## config.mk

```make
export PLATFORM = sky130hd
export DESIGN_NAME = idc_idle_domain_control
export DESIGN_NICKNAME = d
export VERILOG_FILES = /design/src/hdl/idc_idle_domain_control.v
export VERILOG_INCLUDE_DIRS = /design/src /design/src/hdl
export SDC_FILE = /design/constraint.sdc
export NUM_CORES = 1
export LEC_CHECK = 0
export BUFFER_PORTS_ARGS = -buffer_cell sky130_fd_sc_hd__buf_2
export CORE_MARGIN = 1.5
export CORE_UTILIZATION = 45
export CTS_CLUSTER_SIZE = 30
export DETAILED_ROUTE_END_ITERATION = 10
export GPL_TIMING_DRIVEN = 0
export PLACE_DENSITY = 0.69
export SLEW_MARGIN = 30
export SYNTH_ARGS = -nofsm -noshare
export SYNTH_HDL_FRONTEND = slang
export SYNTH_SLANG_ARGS = --single-unit
```

## constraint.sdc

```tcl
create_clock -name clk -period 2.7 [get_ports clk]
set_input_delay 0 -clock clk [delete_from_list [all_inputs] [get_ports clk]]
set_output_delay 0 -clock clk [all_outputs]
set_load 0.02 [all_outputs]
```

## src/hdl/idc_regs.vh

```
`ifndef IDC_REGS_VH
`define IDC_REGS_VH

// register offsets (word addresses on the plain register port)
`define IDC_ADDR_DOMAIN_CFG    16'h0001
`define IDC_ADDR_DOMAIN_STAT   16'h0002
`define IDC_ADDR_PERIPH_CTRL   16'h9400
`define IDC_ADDR_PERIPH_STAT   16'h9401
`define IDC_ADDR_MASTER_CTRL   16'h9402
`define IDC_ADDR_MASTER_STAT   16'h9403
`define IDC_ADDR_PLL_CTRL      16'h9404

// domain configuration bit positions
`define IDC_BIT_CPU            0
`define IDC_BIT_MASTER         1
`define IDC_BIT_ICACHE         2
`define IDC_BIT_PERIPH         3
`define IDC_BIT_CLKGEN         4
`define IDC_BIT_EMIF           5
`define IDC_BIT_IOPORT         6
`define IDC_BIT_MASTER_TRANSFER_PORT          7
`define IDC_BIT_INSTRUCTION_FETCH_PORT          8
`define IDC_BIT_CLKGEN_EXT     9
`define IDC_CFG_WIDTH          10

// master control bit positions
`define IDC_BIT_DMA            0
`define IDC_BIT_HOSTPORT       1

// pll control bit positions
`define IDC_BIT_PLL_PWRDN      0

// companion bits that must accompany the clock generator idle bit
`define IDC_CLKGEN_COMPANIONS  10'h3e7

// reset values
`define IDC_RESET_CFG          10'h000
`define IDC_RESET_WORD         16'h0000

`endif

```

## src/hdl/idc_idle_domain_control.v

```verilog
// Summary of operation
// (RULE_01) domain idle configuration register at 0x0001 selects domains to idle
// (RULE_02) read-only domain status register at 0x0002 shows idled domains
// (RULE_03) peripheral idle control register at 0x9400 selects peripherals to idle
// (RULE_04) read-only peripheral status register at 0x9401 shows idled peripherals
// (RULE_05) master control register at 0x9402 idles host port and DMA separately
// (RULE_06) read-only master status register at 0x9403 shows host port and DMA state
// (RULE_07) pll control register requests pll power-down, taken on the idle command
// (RULE_08) control writes only store; settings apply on the idle command (clearing periphCtrl bits, or masterCtrl bits with bit 1 not idled, also wakes)
// (RULE_09) clock generator stops only with both clock bits set; both clear keeps it
// (RULE_10) clock bit set without extended clock bit on idle raises bus error
// (RULE_11) software sets all companion idle bits before idling the clock generator
// (RULE_12) clock bit set with any companion bit clear on idle raises bus error
// (RULE_13) idling the clock generator stops the system clock
// (RULE_14) bit 8 idles the instruction fetch port after idle; resets to 0
// (RULE_15) bit 7 idles the master transfer port after idle; resets to 0
// (RULE_16) configuration bits 15 to 10 are reserved and read as zero
// (RULE_17) bit 0 idles the processor after idle
// (RULE_18) bit 1 idles both DMA and host port after idle
// (RULE_19) bit 3 idles peripherals selected in peripheral control; clear wakes all
// (RULE_20) status bit 8 reads 1 while the instruction fetch port is disabled
// (RULE_21) idle command is a one-cycle pulse that applies settings and status
//
// The plain strobed port was chosen for this implementation.
`timescale 1ns/10ps
`include "idc_regs.vh"

module idc_idle_domain_control
(
   clk,
   rstn,
   regAddr,
   regWrData,
   regWrite,
   regRead,
   regRdData,
   idleCmd,
   busError,
   domainIdle,
   periphIdle,
   dmaIdle,
   hostPortIdle,
   sysClockStop,
   pllPowerDown
);
   input  wire        clk;
   input  wire        rstn;
   input  wire [15:0] regAddr;
   input  wire [15:0] regWrData;
   input  wire        regWrite;
   input  wire        regRead;
   output reg  [15:0] regRdData;
   input  wire        idleCmd;
   output reg         busError;
   output reg  [9:0]  domainIdle;
   output reg  [15:0] periphIdle;
   output reg         dmaIdle;
   output reg         hostPortIdle;
   output reg         sysClockStop;
   output reg         pllPowerDown;

   reg  [9:0]  domainCfg;
   reg  [15:0] periphCtrl;
   reg  [1:0]  masterCtrl;
   reg         pllCtrl;

   wire        clkBit;
   wire        clkExtBit;
   wire        companionsOk;
   wire        cfgValid;
   wire [9:0]  next_domainIdle;
   wire [15:0] next_periphIdle;
   wire        next_dmaIdle;
   wire        next_hostPortIdle;

   assign clkBit       = domainCfg[`IDC_BIT_CLKGEN];
   assign clkExtBit    = domainCfg[`IDC_BIT_CLKGEN_EXT];
   assign companionsOk = ((domainCfg & `IDC_CLKGEN_COMPANIONS) == `IDC_CLKGEN_COMPANIONS);

   // (RULE_10) clock bit check
   // (RULE_12) companion bits check
   // a mixed pair with the clock bit clear is also refused: it has no valid meaning
   assign cfgValid = clkBit ? companionsOk : ~clkExtBit;

   // (RULE_17) per-domain apply
   // (RULE_14) port bits applied
   // (RULE_15) port bits applied
   assign next_domainIdle = domainCfg;

   // (RULE_19) peripheral selection
   assign next_periphIdle = domainCfg[`IDC_BIT_PERIPH] ? periphCtrl : 16'h0000;

   // (RULE_18) master domain gate
   assign next_dmaIdle      = domainCfg[`IDC_BIT_MASTER] | masterCtrl[`IDC_BIT_DMA];
   assign next_hostPortIdle = domainCfg[`IDC_BIT_MASTER] | masterCtrl[`IDC_BIT_HOSTPORT];

   // register writes only store, nothing is idled here
   always @(posedge clk or negedge rstn)
   begin
      if (!rstn)
      begin
         domainCfg  <= `IDC_RESET_CFG;
         periphCtrl <= `IDC_RESET_WORD;
         masterCtrl <= 2'h0;
         pllCtrl    <= 1'b0;
      end
      else if (regWrite)
      begin
         case (regAddr)
            // (RULE_01) configuration store
            // (RULE_16) upper bits dropped
            `IDC_ADDR_DOMAIN_CFG:  domainCfg  <= regWrData[9:0];
            // (RULE_03) peripheral store
            `IDC_ADDR_PERIPH_CTRL: periphCtrl <= regWrData;
            // (RULE_05) master store
            `IDC_ADDR_MASTER_CTRL: masterCtrl <= regWrData[1:0];
            // (RULE_07) pll request store
            `IDC_ADDR_PLL_CTRL:    pllCtrl    <= regWrData[`IDC_BIT_PLL_PWRDN];
            default:               pllCtrl    <= pllCtrl;
         endcase
      end
   end

   // (RULE_08) apply on idle only
   // (RULE_21) idle pulse apply
   // master control also acts directly between idle commands, so while the master domain bit 1 is not idled, waking one
   // master module needs no idle command
   always @(posedge clk or negedge rstn)
   begin
      if (!rstn)
      begin
         domainIdle   <= `IDC_RESET_CFG;
         periphIdle   <= `IDC_RESET_WORD;
         dmaIdle      <= 1'b0;
         hostPortIdle <= 1'b0;
         sysClockStop <= 1'b0;
         pllPowerDown <= 1'b0;
         busError     <= 1'b0;
      end
      else
      begin
         busError <= 1'b0;
         if (idleCmd)
         begin
            if (cfgValid)
            begin
               domainIdle   <= next_domainIdle;
               periphIdle   <= next_periphIdle;
               dmaIdle      <= next_dmaIdle;
               hostPortIdle <= next_hostPortIdle;
               // (RULE_09) both clock bits set
               // (RULE_13) system clock stop
               sysClockStop <= clkBit & clkExtBit;
               // (RULE_07) pll powered down on idle
               pllPowerDown <= pllCtrl;
            end
            else
            begin
               // (RULE_10) bus error pulse
               // (RULE_12) bus error pulse
               busError <= 1'b1;
            end
         end
         else
         begin
            // peripherals may wake individually once the domain bit idled them
            periphIdle   <= periphIdle & periphCtrl;
            dmaIdle      <= dmaIdle & (domainIdle[`IDC_BIT_MASTER] | masterCtrl[`IDC_BIT_DMA]);
            hostPortIdle <= hostPortIdle
                            & (domainIdle[`IDC_BIT_MASTER] | masterCtrl[`IDC_BIT_HOSTPORT]);
         end
      end
   end

   // read data stands one cycle after the read strobe
   always @(posedge clk or negedge rstn)
   begin
      if (!rstn)
         regRdData <= `IDC_RESET_WORD;
      else if (regRead)
      begin
         case (regAddr)
            // (RULE_16) reserved read zero
            `IDC_ADDR_DOMAIN_CFG:  regRdData <= {6'h00, domainCfg};
            // (RULE_02) domain status
            // (RULE_20) port status bit
            `IDC_ADDR_DOMAIN_STAT: regRdData <= {6'h00, domainIdle};
            `IDC_ADDR_PERIPH_CTRL: regRdData <= periphCtrl;
            // (RULE_04) peripheral status
            `IDC_ADDR_PERIPH_STAT: regRdData <= periphIdle;
            `IDC_ADDR_MASTER_CTRL: regRdData <= {14'h0000, masterCtrl};
            // (RULE_06) master status
            `IDC_ADDR_MASTER_STAT: regRdData <= {14'h0000, hostPortIdle, dmaIdle};
            `IDC_ADDR_PLL_CTRL:    regRdData <= {14'h0000, pllPowerDown, pllCtrl};
            default:               regRdData <= `IDC_RESET_WORD;
         endcase
      end
      else
         regRdData <= `IDC_RESET_WORD;
   end

endmodule // idc_idle_domain_control

```

==> flow_summary.toml, run 1 <==
[worst_hold_path]
hp-start = "regRead"
hold_class = "primary input to flop"
holdPathEnd = "regRdData[1]"
whs_path_depth = 3

[timing]
fin_crit_ns = 2.33
worst_slack_ns = 0.371
finalSetupTns_ns = 0
post-route-period-util_pct = 86.3
clock_skew_ns = 0.00882
slew_headroom_pct = 38.8
slew_violations = 0
fmax_mhz = 429
rsz0062_at_grt = "false"
setup_viol = 0
worst_pin_slew_ns = 0.917
hold_violations = 0

[placed_design]
numPortBuffers = 80
pre_cts_slack_ns = 0.380
hpwl_mm = 5.98
gp_congestion = 0.802

[floorplanning]
initial_core_util_pct = 46.4
die_h_um = 89.5
io_pins = 84
fp.coreArea_um2 = 7250
die_area_um2 = 8010
rows = 31
die_w_um = 89.5

[grt]
grt_remaining_overflow = 0
grt_pass1_wl_mm = 13.8
antenna_found_initial = 0
grt_pass1_vias = 2691
grt_max_degree = 53
grt_usage_pct = 22.9

[pwr]
powerDensity_nw_per_um2 = 523
peakVddDrop_mv = 0.275
power.leakage_nw = 2.13

[worst_setup_path]
rr_startpoint = "domainCfg[1]"
rrSetupSlack_ns = 0.37
r2r_cells = 6
cp.required_ns = 2.94
rr_endpoint = "periphIdle[11]"
end_kind = "flop"
crit_arrival_ns = 2.57
start_kind = "flop"
cp_max_fo = 10
crit_type = "flop to flop"

[detailed_routing]
ant_nets = 0
dr.pass1.iters = 4
met1_length_mm = 3.74
wl_per_cell_um = 17.4
drc_errors = 0
dr_wl_met2_mm = 4.21
met3WireLength_um = 456
finalWirelength_mm = 8.50
vias_per_cell = 5.52
top_layer = "met4"
vias = 2693
drtIter0Drc = 146

[synthesis]
async_flop_share_pct = 100
synth_compound_area_share_pct = 14.9
ys_warn_count = 0
synthAdderAreaFrac_pct = 0
synthCells = 276
synth_seq_cells = 76
dominantRegCellSynth = "dfrtp_1"
syn_area_um2 = 3370
ys_types = 37
syn_nets = 313
synthXorXnorAreaFrac_pct = 0
synth_edf_count = 0
synth_top_family_by_area = "compound AO/OA/AOI/OAI gates"
avgSynthCellArea_um2 = 12.2
synthSimpleGateAreaFrac_pct = 10.9
ys_seq_area_share_pct = 56.5
muxShareOfSynthArea_pct = 14.3

[cells_and_area]
nets = 422
drive_gt1_share_pct = 34.7
area_delta_synth_final_pct = 28.8
register_area_um2 = 1900
multi_input_area_um2 = 1370
nFillCells = 612
post-route-util_pct = 59.8
diodes = 0

[clocking]
clkTransAtPathRegs_ns = 0.08
cts_resized = 0
cts-root-buf = "clkbuf_8"
cts_tree = "yes"
cts_buffer_depth = 2
numCtsBuffers = 9
h-tree-depth = 3
cts.sinks = 76
clk_latency_ns = 0.34

[run_status]
outcome = "finished, final reports clean"

[run]
max_cap_violations = 0
worst max-delay path, stage by stage (launching register included):
cell       delay, ns
dfrtp_1         0.42
nand4_1         0.19
o31ai_1         0.36
and3_1          0.20
clkbuf_1        0.36
clkbuf_1        0.49
a2bb2oi_1       0.23
synthesized netlist by cell type (all sizes together), types with 2 or more instances:
master | number | area share [%]
a22o | 18 | 4.7
dfrtp | 76 | 57
nor4 | 3 | 0.74
or4 | 3 | 0.78
and2 | 2 | 0.37
mux4 | 2 | 1.3
o311ai | 2 | 0.52
nand2b | 2 | 0.37
nor3 | 3 | 0.59
nor2b | 2 | 0.37
or2 | 2 | 0.37
mux2 | 38 | 13
a21oi | 12 | 1.8
nand4 | 2 | 0.37
nor2 | 12 | 1.3
buf | 5 | 0.97
clkbuf | 16 | 1.8
inv | 5 | 0.56
nand3 | 14 | 2.1
a2bb2oi | 18 | 4.7
and4 | 3 | 0.78
nand2 | 20 | 2.2
a32oi | 8 | 2.1
a22oi | 2 | 0.45
kinds of logic (layout without fill, tap and decap cells):
kind of cell    count (synthesis)  after routing
mux                            41             41
compound gates                 63             63
flops                          76             76
simple gates                   70             70
buf+inv                        26            139
layout make-up:
class | count | share of cell area, %
Clock inverter | 4 | 2.28
Tap cell | 99 | 2.86
Inverter | 5 | 0.433
Clock buffer | 11 | 3.03
Timing Repair Buffer | 98 | 13.9
Buffer | 21 | 2.14
Sequential cell | 76 | 43.9
Multi-Input combinational cell | 174 | 31.5
report_power, final:
group          internal, W  switching [W]  leakage (nW)  total, W
clock             0.000612       0.000396         0.114   0.00101
sequential         0.00114    0.000000203          1.06   0.00114
combinational    0.0000494      0.0000707         0.957  0.000120
registers in the layout, summed over array words and instances (netlist names):
register and flops:
periphCtrl 16, periphIdle 16, regRdData 16, domainCfg 10
domainIdle 10, masterCtrl 2, busError 1, dmaIdle 1
hostPortIdle 1, pllCtrl 1, pllPowerDown 1, sysClockStop 1
worst max path at each step:
stage                                 to  cells past startpoint  slack [ns]          from
after global placement     periphIdle[8]                      4        0.20  domainCfg[4]
after floorplan            periphCtrl[0]                      6        0.93    regAddr[7]
after detailed placement  periphIdle[11]                      6        0.38  domainCfg[1]
after global routing      periphIdle[11]                      6        0.23  domainCfg[4]
final                     periphIdle[11]                      6        0.37  domainCfg[1]
after CTS                 periphIdle[11]                      6        0.36  domainCfg[1]
per-layer routing:
| layer | global-route usage, % | up-vias |
|---|---|---|
| li1 | - | 1249 |
| met1 | 30.7 | 1341 |
| met2 | 37.1 | 95 |
| met3 | 5.45 | 8 |
| met4 | 6.99 | 0 |
| met5 | 0 | - |
metrics by stage:
stage	cells	area (µm²)	power, W	hold WS, ns
6_report	488	4340	0.00227	0.0276
2_1_floorplan	276	3370	0.00119	-0.296
3_3_place_gp	455	3890	0.00125	0.217
4_1_cts	488	4330	0.00228	0.0361
3_5_place_dp	456	3930	0.00126	-0.0701
5_1_grt	488	4340	0.00236	0.0412
layout by cell type, fill, tap and decap left out, types with 3 or more instances in the layout:
cell type / Yosys / final
clkbuf_8: 0 / 9
mux2_1: 10 / 10
and4_1: 3 / 3
mux2_2: 28 / 28
clkbuf_1: 16 / 18
a32oi_1: 8 / 8
dlygate4sd3_1: 0 / 17
nor2_1: 12 / 12
a2bb2oi_1: 18 / 18
buf_2: 2 / 81
nand3_1: 14 / 14
inv_1: 5 / 5
nand2_1: 20 / 20
a22o_1: 18 / 18
bufinv_16: 0 / 3
a21oi_1: 12 / 12
dfrtp_1: 76 / 76
timing repair:
item / CTS / global route
buffers inserted: 0 / 0
hold buffers: 17 / 0
hold endpoints to repair: 105 / 0
Note: power is estimated with default switching activity, not from simulation.
==> run 2: changes to the inputs <==
Settings changed: RECOVER_POWER from default to 50.
==> run 2 against run 1 <==
  * Non-clock buffer count unchanged
  * Die area unchanged
  * Count of clock-buffer cells in the layout unchanged
  * Clock skew decreased by 0.00099 ns
  * Total power increased by 0.25%
  * Critical path type unchanged
  * Maximum frequency increased by 0.11%
  * Global-route usage unchanged
  * Wire length increased by 0.68%
  * Largest power group unchanged
  * Critical endpoint unchanged
  * Sequential power about the same
==> flow_summary.toml, run 2 (synthesis gave the netlist of run 1 again) <==
[worst_setup_path]
cpMostUsedCell = "clkbuf_1"
end_kind = "flop"
crit_type = "flop to flop"
cpPeakStageDelay_ns = 0.50
crit_slowest_cell = "clkbuf_1"
rr_startpoint = "domainCfg[1]"
r2r_cells = 6
cp_cell_sequence = "nand4_1, o31ai_1, and3_1, clkbuf_1, clkbuf_1, a2bb2oi_1"
cp_top_family = "buffers and inverters"
cp.required_ns = 2.95
cp_max_fo = 10
rr_endpoint = "periphIdle[11]"
crit_arrival_ns = 2.58
cp_num_buf_inv = 2
rrSetupSlack_ns = 0.37
start_kind = "flop"

[worst_hold_path]
whs_path_depth = 3
hold_class = "primary input to flop"
hp-start = "regRead"
holdPathEnd = "regRdData[1]"

[timing]
rsz0062_at_grt = "false"
fin_hold_ws_ns = 0.0231
clock_skew_ns = 0.00783
slew_headroom_pct = 3.64
worst_pin_slew_ns = 1.45
post-route-period-util_pct = 86.2
slew_violations = 0
fmax_mhz = 430
fin_crit_ns = 2.33
setup_viol = 0
finalSetupTns_ns = 0
hold_violations = 0

[detailed_routing]
drtIter0Drc = 148
vias_per_cell = 5.55
met1_length_mm = 3.83
dr_wl_met2_mm = 4.19
drc_errors = 0
wl_per_cell_um = 17.5
finalWirelength_mm = 8.56
vias = 2706
met3WireLength_um = 436
dr.pass1.iters = 4
top_layer = "met4"
ant_nets = 0

[clocking]
ctsHoldBuffers = 17
cts_resized = 0
cts.sinks = 76
post_cts_buffers = 0
h-tree-depth = 3
cts-root-buf = "clkbuf_8"
clkTransAtPathRegs_ns = 0.08
numCtsBuffers = 9
cts_tree = "yes"
cts_buffer_depth = 2
clk_latency_ns = 0.34

[grt]
grt_pass1_wl_mm = 13.8
antenna_found_initial = 0
grt_remaining_overflow = 0
grt_usage_pct = 22.9
grt_pass1_vias = 2691
grt_max_degree = 53

[floorplanning]
die_area_um2 = 8010
die_w_um = 89.5
initial_core_util_pct = 46.4
rows = 31
io_pins = 84
fp.coreArea_um2 = 7250
die_h_um = 89.5

[run]
max_cap_violations = 0

[placed_design]
numPortBuffers = 80
hpwl_mm = 5.98
dpl.cell_count = 456
gp_congestion = 0.802

[cells_and_area]
most-common-layout-cells = "76 x dfrtp_1, 58 x buf_2, 42 x clkbuf_1, 28 x mux2_2, 20 x nand2_1"
area_delta_synth_final_pct = 27.8
drive_gt1_share_pct = 28.5
nFillCells = 626
reg.largest.list = "periphCtrl: 16 flops, periphIdle: 16 flops, regRdData: 16 flops"
final_cells = 488
diodes = 0
nets = 422
final_common_cell = "dfrtp_1"

[pwr]
power.leakage_nw = 2.03
powerDensity_nw_per_um2 = 528
peakVddDrop_mv = 0.279

[run_status]
outcome = "finished, final reports clean"
## run 2: cell types whose count changed in the layout (fill, tap and decap cells not counted), sizes merged
cell,previous run,this run
buf,86,62
clkbuf,27,51
## run 2: area by class of cell
type	instances	area (µm²)	area share, %
clock inverter	4	98.8	2.30
inverter	5	18.8	0.436
tap	99	124	2.88
buffer	21	92.6	2.15
sequential	76	1900	44.2
multi-input combinational	174	1370	31.8
clock buffer	11	131	3.05
timing repair buffer	98	568	13.2
## run 2: metal layers
metal | vias up | GRT usage, %
met5 | - | 0
met4 | 0 | 6.99
met3 | 10 | 5.45
met2 | 95 | 37.1
met1 | 1351 | 30.7
li1 | 1250 | -
## run 2: worst min-delay path, delay by kind of cell
family / cells / cell delay [ns]
buffers and inverters: 1 / 0.10
AO/OA/AOI/OAI: 2 / 0.22
## run 2: worst max path at each step
stage / cells past startpoint / start / to
finish: 6 / domainCfg[1] / periphIdle[11]
global route: 6 / domainCfg[4] / periphIdle[11]
CTS: 6 / domainCfg[1] / periphIdle[11]
detailed placement: 6 / domainCfg[1] / periphIdle[11]
global placement: 4 / domainCfg[4] / periphIdle[8]
floorplan: 6 / regAddr[7] / periphCtrl[0]
## run 2: through the flow
step / util (%) / total power (W) / area (µm²) / setup WS [ns]
global route: 59.3 / 0.00236 / 4300 / 0.230
global placement: 53.6 / 0.00125 / 3890 / 0.198
finish: 59.3 / 0.00227 / 4300 / 0.373
floorplan: - / 0.00119 / 3370 / 0.928
detailed placement: 54.1 / 0.00126 / 3930 / 0.380
CTS: 59.7 / 0.00228 / 4330 / 0.364
## run 2: where the power goes
part / leakage, nW / switching [W] / internal [W]
Combinational: 0.852 / 0.0000704 / 0.0000489
Sequential: 1.06 / 0.000000205 / 0.00114
Clock: 0.114 / 0.000403 / 0.000612
Total: 2.03 / 0.000473 / 0.00180
==> run 3: changes to the inputs <==
Settings changed: BUFFER_PORTS_ARGS -buffer_cell sky130_fd_sc_hd__buf_2 to -buffer_cell sky130_fd_sc_hd__buf_4, CORE_MARGIN 1.5 to 5, SETUP_SLACK_MARGIN from default to 0.5.
==> run 3 against run 2 <==
  * Flip-flop and latch count unchanged
  * Combinational power increased by 8%
  * Via count decreased by 1.8%
  * The flow now finishes with violations (max-capacitance violations, max-slew violations)
  * Critical path depth unchanged
  * Largest power group unchanged
  * Non-clock buffer count decreased by 1
  * Count of clock-buffer cells in the layout increased by 2
  * Cell count unchanged
  * Critical path type unchanged
  * Global-route usage decreased by 3.4 points
  * Design area increased by 1.8%
==> flow_summary.toml, run 3 (synthesis gave the netlist of run 1 again) <==
[worst_setup_path]
start_kind = "flop"
cpPeakStageDelay_ns = 0.42
end_kind = "flop"
rrSetupSlack_ns = 0.69
cp_cell_sequence = "nand4_1, o31ai_1, and3_1, clkbuf_2, clkbuf_2, a2bb2oi_1"
cpMostUsedCell = "clkbuf_2"
crit_slowest_cell = "dfrtp_1"
cp.required_ns = 2.96
cp_top_family = "compound AO/OA/AOI/OAI gates"
crit_arrival_ns = 2.27
cp_max_fo = 10
cp_num_buf_inv = 2
crit_type = "flop to flop"

[clocking]
numCtsBuffers = 9
cts-root-buf = "clkbuf_8"
post_cts_buffers = 0
clk_latency_ns = 0.34
h-tree-depth = 3
cts_tree = "yes"
cts_buffer_depth = 2
cts.sinks = 76
clkTransAtPathRegs_ns = 0.08

[cells_and_area]
nFillCells = 635
diodes = 0
area_delta_synth_final_pct = 30.1
nets = 421
post-route-util_pct = 60.4
final_common_cell = "dfrtp_1"
drive_gt1_share_pct = 29.3
most-common-layout-cells = "76 x dfrtp_1, 57 x buf_4, 38 x clkbuf_1, 28 x mux2_2, 20 x nand2_1"
reg.largest.list = "periphCtrl: 16 flops, periphIdle: 16 flops, regRdData: 16 flops"

[grt]
grt_pass1_wl_mm = 13.7
grt_remaining_overflow = 0
antenna_found_initial = 0
grt_max_degree = 77
grt_pass1_vias = 2655
grt_usage_pct = 19.5

[detailed_routing]
drc_errors = 0
ant_nets = 0
wl_per_cell_um = 18.0
drtIter0Drc = 157
vias_per_cell = 5.44
finalWirelength_mm = 8.77
vias = 2657
dr.pass1.iters = 4

[placed_design]
numPortBuffers = 80
pre_cts_slack_ns = 0.435
gp_congestion = 0.839
hpwl_mm = 6.13

[run_status]
violations = "max-capacitance violations, max-slew violations"
outcome = "finished with violations"

[run]
max_cap_violations = 1

[floorplanning]
die_area_um2 = 9310
fp.coreArea_um2 = 7250
die_w_um = 96.5
rows = 31
io_pins = 84
die_h_um = 96.5
initial_core_util_pct = 46.4

[timing]
rsz0062_at_grt = "false"
slew_headroom_pct = -23.4
post-route-period-util_pct = 74.5
finalSetupTns_ns = 0
slew_violations = 77
fin_crit_ns = 2.01
fmax_mhz = 497
clock_skew_ns = 0.0109
hold_violations = 0
worst_pin_slew_ns = 1.85
worst_slack_ns = 0.689
setup_viol = 0

[pwr]
power.leakage_nw = 2.04
powerDensity_nw_per_um2 = 474
peakVddDrop_mv = 0.211

[worst_hold_path]
hold_class = "primary input to flop"
[run 3: changes by cell type in the layout (fill, tap and decap cells not counted), sizes merged]
cell / previous run / this run
buf: 62 / 61
bufinv: 3 / 0
clkbuf: 51 / 53
clkinv: 1 / 2
inv: 5 / 6
[run 3: area by class of cell]
cell class	instances	area, µm²	area share (%)
Timing Repair Buffer	97	682	15.6
Buffer	21	95.1	2.17
Sequential cell	76	1900	43.4
Clock inverter	3	18.8	0.429
Inverter	5	18.8	0.429
Multi-Input combinational cell	174	1370	31.3
Clock buffer	13	169	3.86
Tap cell	99	124	2.83
[run 3: report_power, final]
part | switching [W] | internal [W] | total (W)
clock | 0.000399 | 0.000410 | 0.000810
combinational | 0.0000705 | 0.0000577 | 0.000128
sequential | 0.000000205 | 0.00114 | 0.00114
total | 0.000470 | 0.00161 | 0.00208
[run 3: metrics by stage]
step           cells  cell area [µm²]  hold WS (ns)  power [W]
2_1_floorplan    276             3370        -0.296    0.00119
3_3_place_gp     455             4090         0.209    0.00127
3_5_place_dp     455             4100         0.204    0.00127
4_1_cts          488             4460        0.0279    0.00209
5_1_grt          488             4380        0.0484    0.00216
6_report         488             4380        0.0314    0.00208
[run 3: path summary, 6_finish.rpt]
| path | startpoint | to | cells after the start |
|---|---|---|---|
| worst min register to register | periphCtrl[0] | periphCtrl[0] | 1 |
| worst max-delay path | domainCfg[1] | periphIdle[10] | 6 |
| worst min-delay path | regWrite | pllCtrl | 3 |
| worst max register to register | domainCfg[1] | periphIdle[10] | 6 |
| max in group asynchronous | rstn | domainCfg[7] | 2 |
| min in group asynchronous | rstn | periphCtrl[15] | 2 |
[run 3: worst register-to-register path: stages, from the launching register on]
cell,delay (ns)
dfrtp_1,0.42
nand4_1,0.21
o31ai_1,0.36
and3_1,0.20
clkbuf_2,0.23
clkbuf_2,0.31
a2bb2oi_1,0.19
[run 3: routing by layer]
layer,share of wire (%),vias to the layer above,track usage [%]
met4,1.1,0,5.61
met1,45,1314,26.2
li1,-,1242,-
met5,0,-,0
met3,6.4,10,4.42
met2,48,91,31.8
[run 3: what timing repair did]
action                     in CTS  in global routing
hold buffers                   17                  0
setup endpoints to repair       9                  9
gates resized for setup         1                  3
hold endpoints to repair      105                  0
